`config.mk`:
```
export PLATFORM = sky130hd
export DESIGN_NAME = context_switch_sequencer
export DESIGN_NICKNAME = d
export VERILOG_FILES = /design/src/inc/ctx_switch_pkg.sv /design/src/core/context_switch_sequencer.sv /design/src/core/reset_release_detect.sv /design/src/core/slot_address_gen.sv
export SDC_FILE = /design/constraint.sdc
export NUM_CORES = 1
export LEC_CHECK = 0
export BUFFER_PORTS_ARGS = -buffer_cell sky130_fd_sc_hd__buf_2
export CAP_MARGIN = 20
export CORE_UTILIZATION = 30
export DETAILED_ROUTE_END_ITERATION = 12
export PLACE_DENSITY_LB_ADDON = 0.05
export SLEW_MARGIN = 0
export SYNTH_ARGS = -nofsm -noshare
export SYNTH_HDL_FRONTEND = slang
export SYNTH_SLANG_ARGS = --single-unit
```
`constraint.sdc`:
```
create_clock -name sys_clk -period 5.1 [get_ports sys_clk]
set_input_delay 1.02 -clock sys_clk [delete_from_list [all_inputs] [get_ports sys_clk]]
set_output_delay 1.02 -clock sys_clk [all_outputs]
set_load 0.03 [all_outputs]
```
`src/inc/ctx_switch_pkg.sv`:
```
// Purpose: Shared constants and types for the context switch sequencer
// Assumes: 16-bit word-addressed-by-byte memory bus, one machine cycle per clock
// Notes:   Cycle counts are per sequence, counted from 1
package ctx_switch_pkg;
  localparam int unsigned     DATA_W          = 16;
  localparam logic [15:0]     RESET_WP_ADDR   = 16'h0000;
  localparam logic [15:0]     RESET_PC_ADDR   = 16'h0002;
  localparam logic [15:0]     LOAD_WP_ADDR    = 16'hFFFC;
  localparam logic [15:0]     LOAD_PC_ADDR    = 16'hFFFE;
  localparam logic [15:0]     SLOT15_OFFSET   = 16'h001E;
  localparam logic [15:0]     SLOT14_OFFSET   = 16'h001C;
  localparam logic [15:0]     SLOT13_OFFSET   = 16'h001A;
  localparam logic [15:0]     PC_STEP         = 16'h0002;
  localparam logic [15:0]     ZERO_WORD       = 16'h0000;
  localparam logic [3:0]      RESET_LEN       = 4'hD;
  localparam logic [3:0]      EXC_LEN         = 4'hB;
  localparam logic [1:0]      RESET_HOLD_MIN  = 2'h3;
  localparam logic [15:0]     RESET_WP_VALUE  = 16'h0000;
  localparam logic [15:0]     RESET_PC_VALUE  = 16'h0000;
  localparam logic [15:0]     RESET_ST_VALUE  = 16'h0000;

  typedef enum logic [1:0] {
    CYC_ALU   = 2'h0,
    CYC_READ  = 2'h1,
    CYC_WRITE = 2'h3
  } cycle_kind_t;

  typedef enum logic [1:0] {
    SRC_RESET = 2'h0,
    SRC_LOAD  = 2'h1,
    SRC_INTR  = 2'h3
  } switch_src_t;

  typedef enum logic [1:0] {
    ST_RUN   = 2'h0,
    ST_SEQ   = 2'h1,
    ST_HOLD  = 2'h3
  } seq_state_t;
endpackage

```
`src/core/context_switch_sequencer.sv`:
```
// Purpose: Machine-cycle sequencer for reset, load and interrupt context switches
// Assumes: One machine cycle per sys_clk; memory answers reads in the same cycle
// Notes:   Core supplies status, PC and base; this block returns the new context
// Functional notes
// - Reset held three cycles; sequence starts right after
// - Reset: drive zeros, then read base at 0
// - Reset: write status into status slot
// - Reset: write PC plus two into slot 14
// - Reset: write old base into slot 13
// - Load: one ALU cycle, read base at FFFC
// - Load: save three slots, read PC at FFFE
// - Interrupt: one ALU cycle, read vector base
// - Interrupt: save three slots, read vector PC
// - Interrupt: eleven cycles, last ALU cycle idle
// - Load and interrupt start at instruction boundary
`timescale 1ns/1ns
module context_switch_sequencer #(
  parameter int unsigned DATA_W = ctx_switch_pkg::DATA_W
) (
  input  wire logic              sys_clk,
  input  wire logic              srst,
  input  wire logic              reset_pin_n,
  input  wire logic              load_req,
  input  wire logic              intr_req,
  input  wire logic [DATA_W-1:0] intr_vector_addr,
  input  wire logic              instr_last_cycle,
  input  wire logic [DATA_W-1:0] cur_status,
  input  wire logic [DATA_W-1:0] cur_pc,
  input  wire logic [DATA_W-1:0] cur_base,
  input  wire logic [DATA_W-1:0] data_bus_in,
  output logic      [DATA_W-1:0] address_bus,
  output logic      [DATA_W-1:0] data_bus_out,
  output logic                   data_bus_oe_n,
  output logic                   mem_read,
  output logic                   mem_write,
  output logic                   seq_busy,
  output logic                   intr_ack,
  output logic                   load_ack,
  output logic                   ctx_update,
  output logic      [DATA_W-1:0] new_base,
  output logic      [DATA_W-1:0] new_pc,
  output logic                   core_hold
);
  ctx_switch_pkg::seq_state_t  state_ff;
  ctx_switch_pkg::seq_state_t  nxt_state;
  ctx_switch_pkg::switch_src_t src_ff;
  ctx_switch_pkg::switch_src_t nxt_src;
  logic [3:0]        cyc_ff;
  logic [3:0]        nxt_cyc;
  logic [DATA_W-1:0] base_ff;
  logic [DATA_W-1:0] nxt_base;
  logic [DATA_W-1:0] pc_ff;
  logic [DATA_W-1:0] nxt_pc;
  logic [DATA_W-1:0] old_status_ff;
  logic [DATA_W-1:0] nxt_old_status;
  logic [DATA_W-1:0] old_pc_ff;
  logic [DATA_W-1:0] nxt_old_pc;
  logic [DATA_W-1:0] old_base_ff;
  logic [DATA_W-1:0] nxt_old_base;
  logic [DATA_W-1:0] vec_ff;
  logic [DATA_W-1:0] nxt_vec;
  logic [DATA_W-1:0] addr_ff;
  logic [DATA_W-1:0] nxt_addr;
  logic [DATA_W-1:0] dout_ff;
  logic [DATA_W-1:0] nxt_dout;
  logic              oe_n_ff;
  logic              nxt_oe_n;
  logic              rd_ff;
  logic              nxt_rd;
  logic              wr_ff;
  logic              nxt_wr;
  logic              upd_ff;
  logic              nxt_upd;
  logic              reset_active;
  logic              reset_release;
  logic [DATA_W-1:0] slot15_addr;
  logic [DATA_W-1:0] slot14_addr;
  logic [DATA_W-1:0] slot13_addr;
  logic [3:0]        seq_len;
  logic [3:0]        step;
  logic              start_exc;

  reset_release_detect u_rst (
    .sys_clk       (sys_clk),
    .srst          (srst),
    .reset_pin_n   (reset_pin_n),
    .reset_active  (reset_active),
    .reset_release (reset_release)
  );

  slot_address_gen u_slots (
    .base             (base_ff),
    .status_slot_addr (slot15_addr),
    .return_slot_addr (slot14_addr),
    .saved_base_addr  (slot13_addr)
  );

  // Reset runs two extra leading ALU cycles; map it onto the shared step numbering
  assign seq_len   = (src_ff == ctx_switch_pkg::SRC_RESET) ? ctx_switch_pkg::RESET_LEN
                                                           : ctx_switch_pkg::EXC_LEN;
  assign step      = (src_ff == ctx_switch_pkg::SRC_RESET) ? cyc_ff - 4'h2 : cyc_ff;
  assign start_exc = instr_last_cycle && (load_req || intr_req);

  always_comb begin
    nxt_state      = state_ff;
    nxt_src        = src_ff;
    nxt_cyc        = cyc_ff;
    nxt_base       = base_ff;
    nxt_pc         = pc_ff;
    nxt_old_status = old_status_ff;
    nxt_old_pc     = old_pc_ff;
    nxt_old_base   = old_base_ff;
    nxt_vec        = vec_ff;
    nxt_addr       = addr_ff;
    nxt_dout       = dout_ff;
    nxt_oe_n       = 1'b1;
    nxt_rd         = 1'b0;
    nxt_wr         = 1'b0;
    nxt_upd        = 1'b0;
    unique case (state_ff)
      ctx_switch_pkg::ST_HOLD: begin
        if (reset_release) begin
          nxt_state = ctx_switch_pkg::ST_SEQ;
          nxt_src   = ctx_switch_pkg::SRC_RESET;
          nxt_cyc   = 4'h1;
          nxt_old_status = cur_status;
          nxt_old_pc     = cur_pc;
          nxt_old_base   = cur_base;
        end
      end
      ctx_switch_pkg::ST_RUN: begin
        if (start_exc) begin
          nxt_state      = ctx_switch_pkg::ST_SEQ;
          nxt_src        = load_req ? ctx_switch_pkg::SRC_LOAD : ctx_switch_pkg::SRC_INTR;
          nxt_cyc        = 4'h1;
          nxt_vec        = intr_vector_addr;
          nxt_old_status = cur_status;
          nxt_old_pc     = cur_pc;
          nxt_old_base   = cur_base;
        end
      end
      ctx_switch_pkg::ST_SEQ: begin
        nxt_cyc = cyc_ff + 4'h1;
        if (src_ff == ctx_switch_pkg::SRC_RESET && cyc_ff == 4'h2) begin
          nxt_addr = ctx_switch_pkg::ZERO_WORD;
          nxt_dout = ctx_switch_pkg::ZERO_WORD;
          nxt_oe_n = 1'b0;
        end
        if (cyc_ff < seq_len) begin
          unique case (step + 4'h1)
            4'h2: begin
              nxt_rd = 1'b1;
              unique case (src_ff)
                ctx_switch_pkg::SRC_RESET: nxt_addr = ctx_switch_pkg::RESET_WP_ADDR;
                ctx_switch_pkg::SRC_LOAD:  nxt_addr = ctx_switch_pkg::LOAD_WP_ADDR;
                default:                   nxt_addr = vec_ff;
              endcase
            end
            4'h4: begin
              nxt_wr   = 1'b1;
              nxt_oe_n = 1'b0;
              nxt_addr = slot15_addr;
              nxt_dout = old_status_ff;
            end
            4'h5: begin
              nxt_oe_n = 1'b0;
              nxt_dout = old_pc_ff;
            end
            4'h6: begin
              nxt_wr   = 1'b1;
              nxt_oe_n = 1'b0;
              nxt_addr = slot14_addr;
              nxt_dout = old_pc_ff + ctx_switch_pkg::PC_STEP;
            end
            4'h7: begin
              nxt_addr = slot13_addr;
            end
            4'h8: begin
              nxt_wr   = 1'b1;
              nxt_oe_n = 1'b0;
              nxt_addr = slot13_addr;
              nxt_dout = old_base_ff;
            end
            4'hA: begin
              nxt_rd = 1'b1;
              unique case (src_ff)
                ctx_switch_pkg::SRC_RESET: nxt_addr = ctx_switch_pkg::RESET_PC_ADDR;
                ctx_switch_pkg::SRC_LOAD:  nxt_addr = ctx_switch_pkg::LOAD_PC_ADDR;
                default:                   nxt_addr = vec_ff + ctx_switch_pkg::PC_STEP;
              endcase
            end
            default: begin
            end
          endcase
        end else begin
          // Final ALU cycle ends the switch; address bus keeps its value
          nxt_state = ctx_switch_pkg::ST_RUN;
          nxt_upd   = 1'b1;
        end
        if (rd_ff && step == 4'h2) begin
          nxt_base = data_bus_in;
        end
        if (rd_ff && step == 4'hA) begin
          nxt_pc = data_bus_in;
        end
      end
      default: begin
        nxt_state = ctx_switch_pkg::ST_HOLD;
      end
    endcase
    if (srst || reset_active) begin
      nxt_state = ctx_switch_pkg::ST_HOLD;
      nxt_src   = ctx_switch_pkg::SRC_RESET;
      nxt_cyc   = 4'h0;
      nxt_rd    = 1'b0;
      nxt_wr    = 1'b0;
      nxt_oe_n  = 1'b1;
      nxt_upd   = 1'b0;
    end
    if (srst) begin
      nxt_base       = ctx_switch_pkg::RESET_WP_VALUE;
      nxt_pc         = ctx_switch_pkg::RESET_PC_VALUE;
      nxt_old_status = ctx_switch_pkg::RESET_ST_VALUE;
      nxt_old_pc     = ctx_switch_pkg::RESET_PC_VALUE;
      nxt_old_base   = ctx_switch_pkg::RESET_WP_VALUE;
      nxt_vec        = ctx_switch_pkg::ZERO_WORD;
      nxt_addr       = ctx_switch_pkg::ZERO_WORD;
      nxt_dout       = ctx_switch_pkg::ZERO_WORD;
    end
  end

  always_ff @(posedge sys_clk) begin
    state_ff      <= nxt_state;
    src_ff        <= nxt_src;
    cyc_ff        <= nxt_cyc;
    base_ff       <= nxt_base;
    pc_ff         <= nxt_pc;
    old_status_ff <= nxt_old_status;
    old_pc_ff     <= nxt_old_pc;
    old_base_ff   <= nxt_old_base;
    vec_ff        <= nxt_vec;
    addr_ff       <= nxt_addr;
    dout_ff       <= nxt_dout;
    oe_n_ff       <= nxt_oe_n;
    rd_ff         <= nxt_rd;
    wr_ff         <= nxt_wr;
    upd_ff        <= nxt_upd;
  end

  assign address_bus   = addr_ff;
  assign data_bus_out  = dout_ff;
  assign data_bus_oe_n = oe_n_ff;
  assign mem_read      = rd_ff;
  assign mem_write     = wr_ff;
  assign seq_busy      = (state_ff != ctx_switch_pkg::ST_RUN);
  assign core_hold     = seq_busy;
  assign intr_ack      = (state_ff == ctx_switch_pkg::ST_RUN) && start_exc && !load_req;
  assign load_ack      = (state_ff == ctx_switch_pkg::ST_RUN) && start_exc && load_req;
  assign ctx_update    = upd_ff;
  assign new_base      = base_ff;
  assign new_pc        = pc_ff;
endmodule

```
`src/core/reset_release_detect.sv`:
```
// Purpose: Synchronises the reset pin and reports its release
// Assumes: Pin is asynchronous to sys_clk, active low
// Notes:   Release only counts after the pin was seen low long enough
`timescale 1ns/1ns
module reset_release_detect (
  input  wire logic sys_clk,
  input  wire logic srst,
  input  wire logic reset_pin_n,
  output logic      reset_active,
  output logic      reset_release
);
  logic       sync1_ff;
  logic       sync2_ff;
  logic [1:0] low_cnt_ff;
  logic       nxt_sync1;
  logic       nxt_sync2;
  logic [1:0] nxt_low_cnt;

  always_comb begin
    nxt_sync1   = reset_pin_n;
    nxt_sync2   = sync1_ff;
    nxt_low_cnt = low_cnt_ff;
    if (!sync2_ff) begin
      if (low_cnt_ff != ctx_switch_pkg::RESET_HOLD_MIN) begin
        nxt_low_cnt = low_cnt_ff + 2'h1;
      end
    end else begin
      nxt_low_cnt = 2'h0;
    end
    if (srst) begin
      nxt_sync1   = 1'b1;
      nxt_sync2   = 1'b1;
      nxt_low_cnt = 2'h0;
    end
  end

  always_ff @(posedge sys_clk) begin
    sync1_ff   <= nxt_sync1;
    sync2_ff   <= nxt_sync2;
    low_cnt_ff <= nxt_low_cnt;
  end

  assign reset_active  = !sync2_ff;
  // Shorter pulses still raise reset_active but never report a release
  assign reset_release = sync2_ff && (low_cnt_ff == ctx_switch_pkg::RESET_HOLD_MIN);
endmodule

```
`src/core/slot_address_gen.sv`:
```
// Purpose: Forms the three save slot addresses from a workspace base
// Assumes: Slot n sits at base plus two times n
// Notes:   Pure combinational adders
`timescale 1ns/1ns
module slot_address_gen (
  input  wire logic [15:0] base,
  output logic      [15:0] status_slot_addr,
  output logic      [15:0] return_slot_addr,
  output logic      [15:0] saved_base_addr
);
  assign status_slot_addr = base + ctx_switch_pkg::SLOT15_OFFSET;
  assign return_slot_addr = base + ctx_switch_pkg::SLOT14_OFFSET;
  assign saved_base_addr  = base + ctx_switch_pkg::SLOT13_OFFSET;
endmodule

```
==> impl_table.tex, run 1 <==
\begin{tabular}{lr}
\hline
Metric & Value \\
\hline
\multicolumn{2}{l}{\textbf{Logic synthesis}} \\
\quad Synth Cell Area & 0.007022 sq mm \\
\quad Synthesized flop and latch total & 144 \\
\quad Adder-cell share of the synthesized area & 2.245\% \\
\quad Average cell area after synthesis & 8.349 sq um \\
\quad Synthesized instance count & 841 \\
\quad Post-Syn Nets & 939 \\
\quad Netlist cell types & 66 \\
\quad Area fraction in and, or, nand and nor cells after synthesis & between 20\% and 30\% \\
\quad Compound-gate portion of the synthesized area & about a fifth \\
\quad Multiplexer share of the synthesized area & between 7 and 8\% \\
\quad Share of synthesized registers carrying an async set or reset & 0\% \\
\quad Sequential share of the synthesized area & 41.05\% \\
\quad Fraction of synthesized cell area in xor and xnor cells & 5.453\% \\
\quad Ys Warns & 0 \\
\quad Most used flip-flop cell after synthesis & dfxtp\_1 \\
\quad Dominant combinational cell family by area after synthesis & simple AND/OR/NAND/NOR gates \\
\quad Number of synthesized flops with an enable pin & 0 \\
\multicolumn{2}{l}{\textbf{Status}} \\
\quad Run status & finished, final reports clean \\
\multicolumn{2}{l}{\textbf{GRT}} \\
\quad Number of antenna violations at the first check in global routing & 1 \\
\quad Overall routing resource usage & between 15 and 20\% \\
\quad Busiest layer in global routing & met2 \\
\quad Total overflow reported by the global router & 0 \\
\quad Global-route met2 utilization & between 20\% and 30\% \\
\quad Met1 layer usage reported by global route & 23.36\% \\
\quad Pin count of the biggest net entering global routing & 58 \\
\quad Global routing usage on met3 & 3.788\% \\
\quad Global-route wire length before repair & approximately 34 mm \\
\quad Via count of the first global-routing pass & slightly above 6000 \\
\multicolumn{2}{l}{\textbf{Detailed routing}} \\
\quad Via/cell ratio & 4.859 \\
\quad Initial detailed-routing violation count & 290 \\
\quad Final antenna-violating net count & 0 \\
\quad First-pass iteration count of the detailed router & 4 \\
\quad Routed len/inst & about 16 um \\
\quad WL final & approximately 21 mm \\
\quad Remaining routing DRC violations & 0 \\
\quad Vias post-DR & 6283 \\
\multicolumn{2}{l}{\textbf{Power}} \\
\quad Power per standard cell area & 285.0 mW/mm\^{}2 \\
\quad Worst IR Drop VDD & 0.1757 mV \\
\quad Sequential Power Share & about 46\% \\
\quad Lkg Pwr & 0.003418 uW \\
\quad Clk network pwr share & 51.4\% \\
\quad Internal Dissipation & 1882 uW \\
\quad Combinational cell fraction of total power & around 2.5\% \\
\quad Sw frac & 22.96\% \\
\quad Net switching power & 561.0 uW \\
\multicolumn{2}{l}{\textbf{Min path}} \\
\quad Min-Delay Path Class & flop to flop \\
\multicolumn{2}{l}{\textbf{Timing}} \\
\quad Final-report max-slew violation count & 0 \\
\quad Final clock skew & 11.53 ps \\
\quad Count of final setup violators & 0 \\
\quad Minimum clock period & 3879 ps \\
\quad RSZ-0062 raised after global routing & false \\
\quad Worst relative slew slack & roughly a third \\
\quad Hold violation count in the final report & 0 \\
\quad Highest achievable clock rate & 257.8 MHz \\
\quad Total negative setup slack & 0 ps \\
\quad Final worst path period share & around three quarters \\
\quad Worst Tran Pin Value & 1019 ps \\
\multicolumn{2}{l}{\textbf{Clocking}} \\
\quad Clock latency of the later-clocked register in the worst-skew pair & 420 ps \\
\quad CTS tree & built \\
\quad Post-cts hold buffer count & 0 \\
\quad Sinks on the clock net & 144 \\
\quad Setup repair bufs after CTS & 0 \\
\quad Clock slew at reported path FFs & 60 ps \\
\quad \# H-tree levels & 4 \\
\quad Resized Gates After CTS & 0 \\
\quad CTS Root Cell & clkbuf\_16 \\
\quad Clock Tree Buf Depth & 2 \\
\quad Number of buffers created by CTS & 17 \\
\multicolumn{2}{l}{\textbf{Worst setup path}} \\
\quad Arrival time of data at the critical path endpoint & approximately 4200 ps \\
\quad Maximum fanout along the worst path & 21 \\
\quad Data required, critical path & 5410 ps \\
\quad Crit Path Category & flop to flop \\
\quad Launching element type of the critical path & flop \\
\quad Flop2flop setup slack & 1220 ps \\
\quad Type of element capturing the critical path & flop \\
\multicolumn{2}{l}{\textbf{Layout}} \\
\quad Commonest cells after routing, fill and taps aside & nand2\_1 (162), buf\_2 (156), dfxtp\_1 (144) \\
\quad Number of fill cells in the layout & 2444 \\
\quad Footprint of the flip-flops and latches & 0.002883 sq mm \\
\quad Area growth from synthesis to layout & 22.06\% \\
\quad Most common cell after layout, fill and taps aside & nand2\_1 \\
\quad Proportion of layout cells with a drive suffix above 1 & 22.88\% \\
\quad Multi-input gate area & around 0.0038 sq mm \\
\quad Count of placed standard cells in the final layout, fillers left out & between 1000 and 1500 \\
\quad Post-layout net count & 1064 \\
\multicolumn{2}{l}{\textbf{Placed design}} \\
\quad Placed cell count & 1258 \\
\quad \# port buffers & 157 \\
\quad Routability congestion estimate from global placement & 0.7768 \\
\quad Post-detailed-placement half-perimeter wirelength & $\sim$15 mm \\
\multicolumn{2}{l}{\textbf{Die}} \\
\quad Row cnt & 55 \\
\quad Die height & 155.0 um \\
\quad Starting utilization of the core area & 30.83\% \\
\quad Top-Level Pins & around 160 \\
\quad Die width & 155.0 um \\
\quad Die footprint & 0.02402 sq mm \\
\quad Total core area & approximately 0.023 sq mm \\
\multicolumn{2}{l}{\textbf{Run}} \\
\quad Max cap viols & 0 \\
\hline
\end{tabular}
[stage by stage]
stage          utilization, %  hold WS [ps]  power, uW  worst slack, ps  cell area [sq um]
2_1_floorplan               -         389.5       1172             1433               7022
3_3_place_gp            34.96         401.0       1215             1274               7964
3_5_place_dp            34.96         401.5       1214             1250               7964
4_1_cts                 37.53         417.9       2484             1243               8549
5_1_grt                 37.62         438.3       2537            756.1               8568
6_report                37.63         410.8       2443             1221               8571
[cells by family (layout without fill, tap and decap cells)]
kind of cell	count (synthesis)	count (layout)
xor+xnor	42	42
simple gates	322	322
compound gates	198	198
buf+inv	72	210
mux	51	51
flops	144	144
other cells	0	1
fa+ha+maj	12	12
[power by group through the flow]
stage / combinational (uW) / clock, uW / sequential, uW
global route: 67.7 / 1340 / 1130
detailed placement: 62.7 / 0 / 1150
global placement: 63.2 / 0 / 1150
finish: 61.4 / 1260 / 1130
floorplan: 20.5 / 0 / 1150
CTS: 62.9 / 1300 / 1130
[state kept, by name (all words and copies together) (netlist names), 4 cells and up]
name,count
old_pc_ff,16
address_bus,16
vec_ff,16
new_base,16
old_base_ff,16
cyc_ff,4
new_pc,16
data_bus_out,16
old_status_ff,16
[final timing paths]
check                  from              end  depth (start not counted)
max               src_ff[1]  address_bus[12]                         13
min          u_rst.sync1_ff   u_rst.sync2_ff                          1
max reg2reg       src_ff[1]  address_bus[12]                         13
min reg2reg  u_rst.sync1_ff   u_rst.sync2_ff                          1
[layout make-up]
type	count	area share, %
Clock buffer	18	5.007
Antenna cell	1	0.02920
Sequential cell	144	33.63
Inverter	15	0.6569
Timing Repair Buffer	163	9.766
Multi-Input combinational cell	625	44.51
Clock inverter	14	1.825
Tap cell	313	4.569
[critical path: stages, from the launching register on]
cell and delay (ps):
dfxtp_1 820, nor2_2 150, ha_1 540, inv_1 150, nor2_2 270, inv_1 120
ha_1 300, a2111oi_0 410, buf_4 190, or2_2 160, nor2_1 60, xnor2_1 130
o221ai_1 120, a221o_1 340
[metal layers]
metal,vias up,wire length (um)
met5,-,0
met4,0,174
met3,12,933
met2,129,10190
met1,2933,9728
li1,3209,-
[synth_stat cells (3+ instances only)]
cell        n  share of area, %
dfxtp_1   144                41
and4_1      4              0.50
mux2i_1    51               7.3
a21oi_1    84               6.0
nand2b_1    6              0.53
buf_2      10              0.71
buf_6       3              0.48
inv_1      14              0.75
nor3_1     14               1.0
nand2_1   162               8.7
o21ai_0    14               1.0
or2_2       8              0.71
a221o_1     6              0.86
buf_4       8              0.86
clkbuf_1   36               1.9
nor2_1     71               3.8
o221ai_1    3              0.37
and2_1      3              0.27
a21o_1      3              0.32
xor2_1     26               3.2
or3_1       3              0.27
a211oi_1    9              0.96
o22ai_1    25               2.2
o21ai_1     3              0.21
xnor2_1    14               1.7
nand3_1    19               1.4
o21ai_2     3              0.37
ha_1       11               2.0
nand4_1    18               1.6
o21a_1      3              0.32
a22o_1     18               2.2
Power figures use the tool's default switching activity.
==> run 2: changes to the inputs <==
==> constraint.sdc (replaced) <==
create_clock -name sys_clk -period 3.4 [get_ports sys_clk]
set_input_delay 0.68 -clock sys_clk [delete_from_list [all_inputs] [get_ports sys_clk]]
set_output_delay 0.68 -clock sys_clk [all_outputs]
set_load 0.03 [all_outputs]
==> impl_table.tex, run 2 (same netlist as run 1, synthesis figures left out) <==
\begin{tabular}{lr}
\hline
Metric & Value \\
\hline
\multicolumn{2}{l}{\textbf{Status}} \\
\quad Run status & finished, final reports clean \\
\multicolumn{2}{l}{\textbf{Layout}} \\
\quad Most common cell after layout, fill and taps aside & nand2\_1 \\
\quad Final instance area & 0.008727 sq mm (+1.8\%) \\
\quad Post-layout net count & 1077 (+1.2\%) \\
\quad Number of fill cells in the layout & 2379 (-2.7\%) \\
\quad Commonest cells after routing, fill and taps aside & nand2\_1 (162), buf\_2 (156), dfxtp\_1 (144) \\
\quad Area growth from synthesis to layout & 24.29\% \\
\quad Proportion of layout cells with a drive suffix above 1 & 23.99\% (+1.1 points) \\
\multicolumn{2}{l}{\textbf{GRT}} \\
\quad Via count of the first global-routing pass & 6112 (+0.51\%) \\
\quad Total overflow reported by the global router & 0 (unchanged) \\
\quad Global-route wire length before repair & 33.73 mm (+0.64\%) \\
\quad Pin count of the biggest net entering global routing & 66 (+14\%) \\
\quad Number of antenna violations at the first check in global routing & 1 (unchanged) \\
\quad Overall routing resource usage & 18.03\% (+0.11 points) \\
\multicolumn{2}{l}{\textbf{Timing}} \\
\quad Final-report max-slew violation count & 0 (unchanged) \\
\quad Highest achievable clock rate & 325.5 MHz (+26\%) \\
\quad Minimum clock period & 3072 ps (-807.1 ps) \\
\quad Total negative setup slack & 0 ps (unchanged) \\
\quad Worst Tran Pin Value & 727.9 ps (-291.2 ps) \\
\quad Final clock skew & 13.06 ps (+1.538 ps) \\
\quad Hold violation count in the final report & 0 (unchanged) \\
\quad Worst relative slew slack & 51.44\% (+20 points) \\
\quad Final worst path period share & 90.36\% (+14 points) \\
\quad Count of final setup violators & 0 (unchanged) \\
\quad Worst Setup Slack, final & 327.9 ps (-892.9 ps) \\
\quad RSZ-0062 raised after global routing & false \\
\quad Hold WS & 409.6 ps (-1.187 ps) \\
\multicolumn{2}{l}{\textbf{Detailed routing}} \\
\quad Initial detailed-routing violation count & 205 (-29\%) \\
\quad Vias post-DR & 6338 (+0.88\%) \\
\quad Remaining routing DRC violations & 0 (unchanged) \\
\quad First-pass iteration count of the detailed router & 7 (+3) \\
\quad Final antenna-violating net count & 0 (unchanged) \\
\quad WL final & 21.13 mm (+0.50\%) \\
\quad Via/cell ratio & 4.853 (-0.13\%) \\
\quad Routed len/inst & 16.18 um (-0.50\%) \\
\multicolumn{2}{l}{\textbf{Die}} \\
\quad Die footprint & 0.02402 sq mm (unchanged) \\
\quad Starting utilization of the core area & 30.83\% (unchanged) \\
\quad Row cnt & 55 (unchanged) \\
\quad Total core area & 0.02278 sq mm (unchanged) \\
\quad Top-Level Pins & 158 (unchanged) \\
\quad Die width & 155.0 um (unchanged) \\
\quad Die height & 155.0 um (unchanged) \\
\multicolumn{2}{l}{\textbf{Worst setup path}} \\
\quad Data required, critical path & 3700 ps (-1710 ps) \\
\quad Flop2flop setup slack & 330 ps (-890 ps) \\
\quad Crit Path Category & flop to flop \\
\quad Setup crit end & address\_bus[12] \\
\quad Start point of the critical path & cyc\_ff[1] \\
\quad Worst r2r path cells & 14 (+1) \\
\quad End of the worst register-to-register path & address\_bus[12] \\
\quad Type of element capturing the critical path & flop \\
\quad Launching element type of the critical path & flop \\
\quad Arrival time of data at the critical path endpoint & 3380 ps (-810 ps) \\
\quad Reg2Reg Launch Point & cyc\_ff[1] \\
\quad Maximum fanout along the worst path & 6 (-71\%) \\
\multicolumn{2}{l}{\textbf{Clocking}} \\
\quad CTS tree & built \\
\quad Resized Gates After CTS & 0 (unchanged) \\
\quad \# H-tree levels & 4 (unchanged) \\
\quad Number of buffers created by CTS & 17 (unchanged) \\
\quad CTS Root Cell & clkbuf\_16 \\
\quad Setup repair bufs after CTS & 0 (unchanged) \\
\quad Sinks on the clock net & 144 (unchanged) \\
\quad Post-cts hold buffer count & 0 (unchanged) \\
\quad Clock slew at reported path FFs & 60 ps (about the same) \\
\quad Clock latency of the later-clocked register in the worst-skew pair & 430 ps (about the same) \\
\quad Clock Tree Buf Depth & 2 (unchanged) \\
\multicolumn{2}{l}{\textbf{Placed design}} \\
\quad \# port buffers & 157 (unchanged) \\
\quad Post-detailed-placement half-perimeter wirelength & 15.18 mm (+1.2\%) \\
\quad Placed inst area & 0.008069 sq mm (+1.3\%) \\
\quad Worst slack, placed & 333.1 ps (-917.3 ps) \\
\quad Routability congestion estimate from global placement & 0.7627 (-1.8\%) \\
\multicolumn{2}{l}{\textbf{Power}} \\
\quad Power per standard cell area & 435.9 mW/mm\^{}2 (+53\%) \\
\quad Worst IR Drop VDD & 0.2413 mV (+37\%) \\
\quad Lkg Pwr & 0.003516 uW (+2.9\%) \\
\quad Power consumption & 3804 uW (+56\%) \\
\multicolumn{2}{l}{\textbf{Run}} \\
\quad Max cap viols & 0 (unchanged) \\
\multicolumn{2}{l}{\textbf{Min path}} \\
\quad Min-Delay Path Class & flop to flop \\
\hline
\end{tabular}
[run 2: through the flow]
stage | instances | utilization [%]
floorplan | 841 | -
global placement | 1271 | 35.42
detailed placement | 1271 | 35.42
CTS | 1303 | 38.22
global route | 1305 | 38.30
finish | 1306 | 38.31
[run 2: critical path: stages, from the launching register on]
cell and delay (ps):
dfxtp_1 440, inv_1 70, ha_1 330, nor3_4 150
a32oi_2 90, nor2_2 120, inv_1 80, ha_1 290
a2111oi_1 380, buf_4 190, or2_2 160, nor2_1 60
xnor2_1 140, o221ai_1 120, a221o_1 330
[run 2: report_power, final]
group / total, uW / internal [uW] / switching [uW]
Sequential: 1690 / 1690 / 0.933
Clock: 2020 / 1230 / 788
Combinational: 94.9 / 42.5 / 52.4
Total: 3800 / 2960 / 841
[run 2: cell type report]
class / instances / area (sq um) / share of cell area [%]
Antenna cell: 1 / 2.502 / 0.02867
Clock buffer: 20 / 466.7 / 5.348
Clock inverter: 12 / 170.2 / 1.950
Inverter: 15 / 56.30 / 0.6452
Multi-Input combinational cell: 625 / 3822 / 43.80
Sequential cell: 144 / 2883 / 33.03
Tap cell: 313 / 391.6 / 4.487
Timing Repair Buffer: 176 / 934.6 / 10.71
[run 2: worst min-delay path by stage]
| stage | startpoint | to | slack (ps) | cells after the start |
|---|---|---|---|---|
| floorplan | u_rst.sync1_ff | u_rst.sync2_ff | 390 | 1 |
| global placement | u_rst.sync1_ff | u_rst.sync2_ff | 400 | 1 |
| detailed placement | u_rst.sync1_ff | u_rst.sync2_ff | 400 | 1 |
| CTS | u_rst.sync1_ff | u_rst.sync2_ff | 410 | 1 |
| global route | reset_pin_n | u_rst.sync1_ff | 430 | 2 |
| finish | u_rst.sync1_ff | u_rst.sync2_ff | 410 | 1 |
[run 2: metal layers]
metal  global-route usage, %  share of wire, %
met3                   4.262               4.6
met1                   23.20                46
met4                   4.573              0.92
met2                   30.18                48
met5                       0                 0
==> run 3: changes to the inputs <==
--- a/config.mk
+++ b/config.mk
@@ -7,7 +7,7 @@
 export LEC_CHECK = 0
 export BUFFER_PORTS_ARGS = -buffer_cell sky130_fd_sc_hd__buf_2
 export CAP_MARGIN = 20
-export CORE_UTILIZATION = 30
+export CORE_UTILIZATION = 45
 export DETAILED_ROUTE_END_ITERATION = 12
 export PLACE_DENSITY_LB_ADDON = 0.05
 export SLEW_MARGIN = 0
==> impl_table.tex, run 3 (same netlist as run 1, synthesis figures left out) <==
\begin{tabular}{lr}
\hline
Metric & Value \\
\hline
\multicolumn{2}{l}{\textbf{Die}} \\
\quad Die width & 126.9 um (-18\%) \\
\quad Starting utilization of the core area & 46.19\% (+15 points) \\
\quad Total core area & 0.01520 sq mm (-33\%) \\
\quad Die height & 126.9 um (-18\%) \\
\quad Row cnt & 45 (-18\%) \\
\quad Die footprint & 0.01611 sq mm (-33\%) \\
\quad Top-Level Pins & 158 (unchanged) \\
\multicolumn{2}{l}{\textbf{Timing}} \\
\quad RSZ-0062 raised after global routing & false \\
\quad Worst relative slew slack & 48.51\% (-2.9 points) \\
\quad Highest achievable clock rate & 325.5 MHz (about the same) \\
\quad Total negative setup slack & 0 ps (unchanged) \\
\quad Hold violation count in the final report & 0 (unchanged) \\
\quad Worst Setup Slack, final & 327.4 ps (-0.4980 ps) \\
\quad Count of final setup violators & 0 (unchanged) \\
\quad Final-report max-slew violation count & 0 (unchanged) \\
\quad Final clock skew & 8.637 ps (-4.427 ps) \\
\quad Worst Tran Pin Value & 770.1 ps (+42.19 ps) \\
\quad Final worst path period share & 90.37\% (about the same) \\
\quad Minimum clock period & 3073 ps (+0.4980 ps) \\
\multicolumn{2}{l}{\textbf{Detailed routing}} \\
\quad WL final & 18.41 mm (-13\%) \\
\quad Highest routed metal layer & met4 \\
\quad Via/cell ratio & 5.360 (+10\%) \\
\quad Remaining routing DRC violations & 0 (unchanged) \\
\quad First-pass iteration count of the detailed router & 4 (-3) \\
\quad Final antenna-violating net count & 0 (unchanged) \\
\quad DR WL met2 & 8.940 mm (-13\%) \\
\quad Met3 wire length & 769 um (-21\%) \\
\quad Wl on met1 & 8.413 mm (-14\%) \\
\quad Initial detailed-routing violation count & 377 (+84\%) \\
\quad Vias post-DR & 6314 (-0.38\%) \\
\quad Routed len/inst & 15.63 um (-3.4\%) \\
\multicolumn{2}{l}{\textbf{Placed design}} \\
\quad \# port buffers & 157 (unchanged) \\
\quad Routability congestion estimate from global placement & 0.8011 (+5.0\%) \\
\quad Post-detailed-placement half-perimeter wirelength & 12.96 mm (-15\%) \\
\quad Worst slack, placed & 375.8 ps (+42.70 ps) \\
\multicolumn{2}{l}{\textbf{Min path}} \\
\quad Min-Delay Path Class & flop to flop \\
\multicolumn{2}{l}{\textbf{Worst setup path}} \\
\quad Maximum fanout along the worst path & 5 (-1) \\
\quad Flop2flop setup slack & 330 ps (about the same) \\
\quad Launching element type of the critical path & flop \\
\quad Data required, critical path & 3700 ps (about the same) \\
\quad Worst-path cell chain & inv\_1 > ha\_1 > nor3\_4 > a32oi\_2 > nor2\_2 > inv\_1 > ha\_1 > a2111oi\_1 > buf\_4 > or2\_2 > nor2\_1 > xnor2\_1 > o221ai\_1 > a221o\_1 \\
\quad Crit Path Category & flop to flop \\
\quad Worst r2r path cells & 14 (unchanged) \\
\quad Reg2Reg Launch Point & cyc\_ff[2] \\
\quad Slowest Stage Delay on Critical Path & 390 ps (-50 ps) \\
\quad Arrival time of data at the critical path endpoint & 3380 ps (about the same) \\
\quad Start point of the critical path & cyc\_ff[2] \\
\quad Library cell contributing the largest single delay on the critical path & a2111oi\_1 \\
\quad End of the worst register-to-register path & address\_bus[12] \\
\quad Setup crit end & address\_bus[12] \\
\quad Type of element capturing the critical path & flop \\
\multicolumn{2}{l}{\textbf{Clocking}} \\
\quad Number of buffers created by CTS & 17 (unchanged) \\
\quad CTS Root Cell & clkbuf\_16 \\
\quad \# H-tree levels & 4 (unchanged) \\
\quad Clock slew at reported path FFs & 60 ps (about the same) \\
\quad CTS tree & built \\
\quad Sinks on the clock net & 144 (unchanged) \\
\quad Post-cts hold buffer count & 0 (unchanged) \\
\quad Clock latency of the later-clocked register in the worst-skew pair & 420 ps (about the same) \\
\quad Setup repair bufs after CTS & 0 (unchanged) \\
\quad Resized Gates After CTS & 0 (unchanged) \\
\quad Clock Tree Buf Depth & 2 (unchanged) \\
\multicolumn{2}{l}{\textbf{GRT}} \\
\quad Pin count of the biggest net entering global routing & 51 (-23\%) \\
\quad Global-route wire length before repair & 30.01 mm (-11\%) \\
\quad Overall routing resource usage & 23.61\% (+5.6 points) \\
\quad Number of antenna violations at the first check in global routing & 0 (-1) \\
\quad Total overflow reported by the global router & 0 (unchanged) \\
\quad Via count of the first global-routing pass & 6003 (-1.8\%) \\
\multicolumn{2}{l}{\textbf{Layout}} \\
\quad Most common cell after layout, fill and taps aside & nand2\_1 \\
\quad Final cell utilization of the core & 55.84\% (+18 points) \\
\quad Proportion of layout cells with a drive suffix above 1 & 23.84\% (-0.15 points) \\
\quad Commonest cells after routing, fill and taps aside & nand2\_1 (162), buf\_2 (156), dfxtp\_1 (144) \\
\quad Number of fill cells in the layout & 1518 (-36\%) \\
\quad Number of antenna diodes & 0 (-1) \\
\quad Area growth from synthesis to layout & 20.88\% \\
\quad Post-layout net count & 1075 (-0.19\%) \\
\multicolumn{2}{l}{\textbf{Power}} \\
\quad Lkg Pwr & 0.003465 uW (-1.4\%) \\
\quad Power consumption & 3544 uW (-6.8\%) \\
\quad Worst IR Drop VDD & 0.3295 mV (+37\%) \\
\quad Power per standard cell area & 417.5 mW/mm\^{}2 (-4.2\%) \\
\multicolumn{2}{l}{\textbf{Run}} \\
\quad Max cap viols & 0 (unchanged) \\
\multicolumn{2}{l}{\textbf{Status}} \\
\quad Run status & finished, final reports clean \\
\hline
\end{tabular}
==> run 3: cell count changes in the layout (fill, tap and decap cells not counted) <==
| cell | change |
|---|---|
| inv_8 | -1 |
| clkinv_4 | -1 |
| clkbuf_8 | +2 |
| clkinv_2 | +1 |
| inv_6 | -2 |
| buf_4 | -2 |
| clkinvlp_4 | +4 |
| diode_2 | -1 |
| bufinv_16 | -3 |
==> run 3: power by group <==
| part | total [uW] | internal (uW) | switching, uW |
|---|---|---|---|
| combinational | 92.1 | 43.1 | 49.0 |
| sequential | 1690 | 1690 | 0.953 |
| clock | 1760 | 1030 | 728 |
| total | 3540 | 2770 | 778 |
==> run 3: worst min-delay path by stage <==
stage                     cells past startpoint           start  slack [ps]             end
after CTS                                     1  u_rst.sync1_ff         410  u_rst.sync2_ff
after global routing                          1  u_rst.sync1_ff         420  u_rst.sync2_ff
after floorplan                               1  u_rst.sync1_ff         390  u_rst.sync2_ff
after detailed placement                      1  u_rst.sync1_ff         400  u_rst.sync2_ff
final                                         1  u_rst.sync1_ff         410  u_rst.sync2_ff
after global placement                        1  u_rst.sync1_ff         390  u_rst.sync2_ff
==> run 3: stage by stage <==
stage | instance area [sq um] | hold WS [ps] | instances
after floorplan | 7030 | 389.5 | 841
after global placement | 7898 | 391.6 | 1144
after detailed placement | 7898 | 398.1 | 1144
after CTS | 8469 | 412.7 | 1176
after global routing | 8488 | 422.4 | 1178
final | 8488 | 408.9 | 1178
==> run 3: area by class of cell <==
cell class	count	area [sq um]	share of cell area [%]
tap	188	235.2	2.771
sequential	144	2883	33.96
clock buffer	22	494.2	5.823
timing repair buffer	174	919.6	10.83
clock inverter	10	77.57	0.9139
inverter	15	56.30	0.6633
multi-input combinational	625	3822	45.03
==> run 3: critical path, delay by kind of cell, from the launching register on <==
family                     cells  cell delay [ps]
and+or+nand+nor                4              600
DFF                            1              320
adders and majority gates      2              600
AOI/OAI and AO/OA              4              960
xor gates and xnor gates       1              130
buffers and inverters          3              330
==> run 3: layer usage <==
layer  global-route usage, %  up-vias
li1                        -     3227
met1                   28.84     2949
met2                   40.37      118
met3                   5.652       20
met4                   8.543        0
met5                       0        -
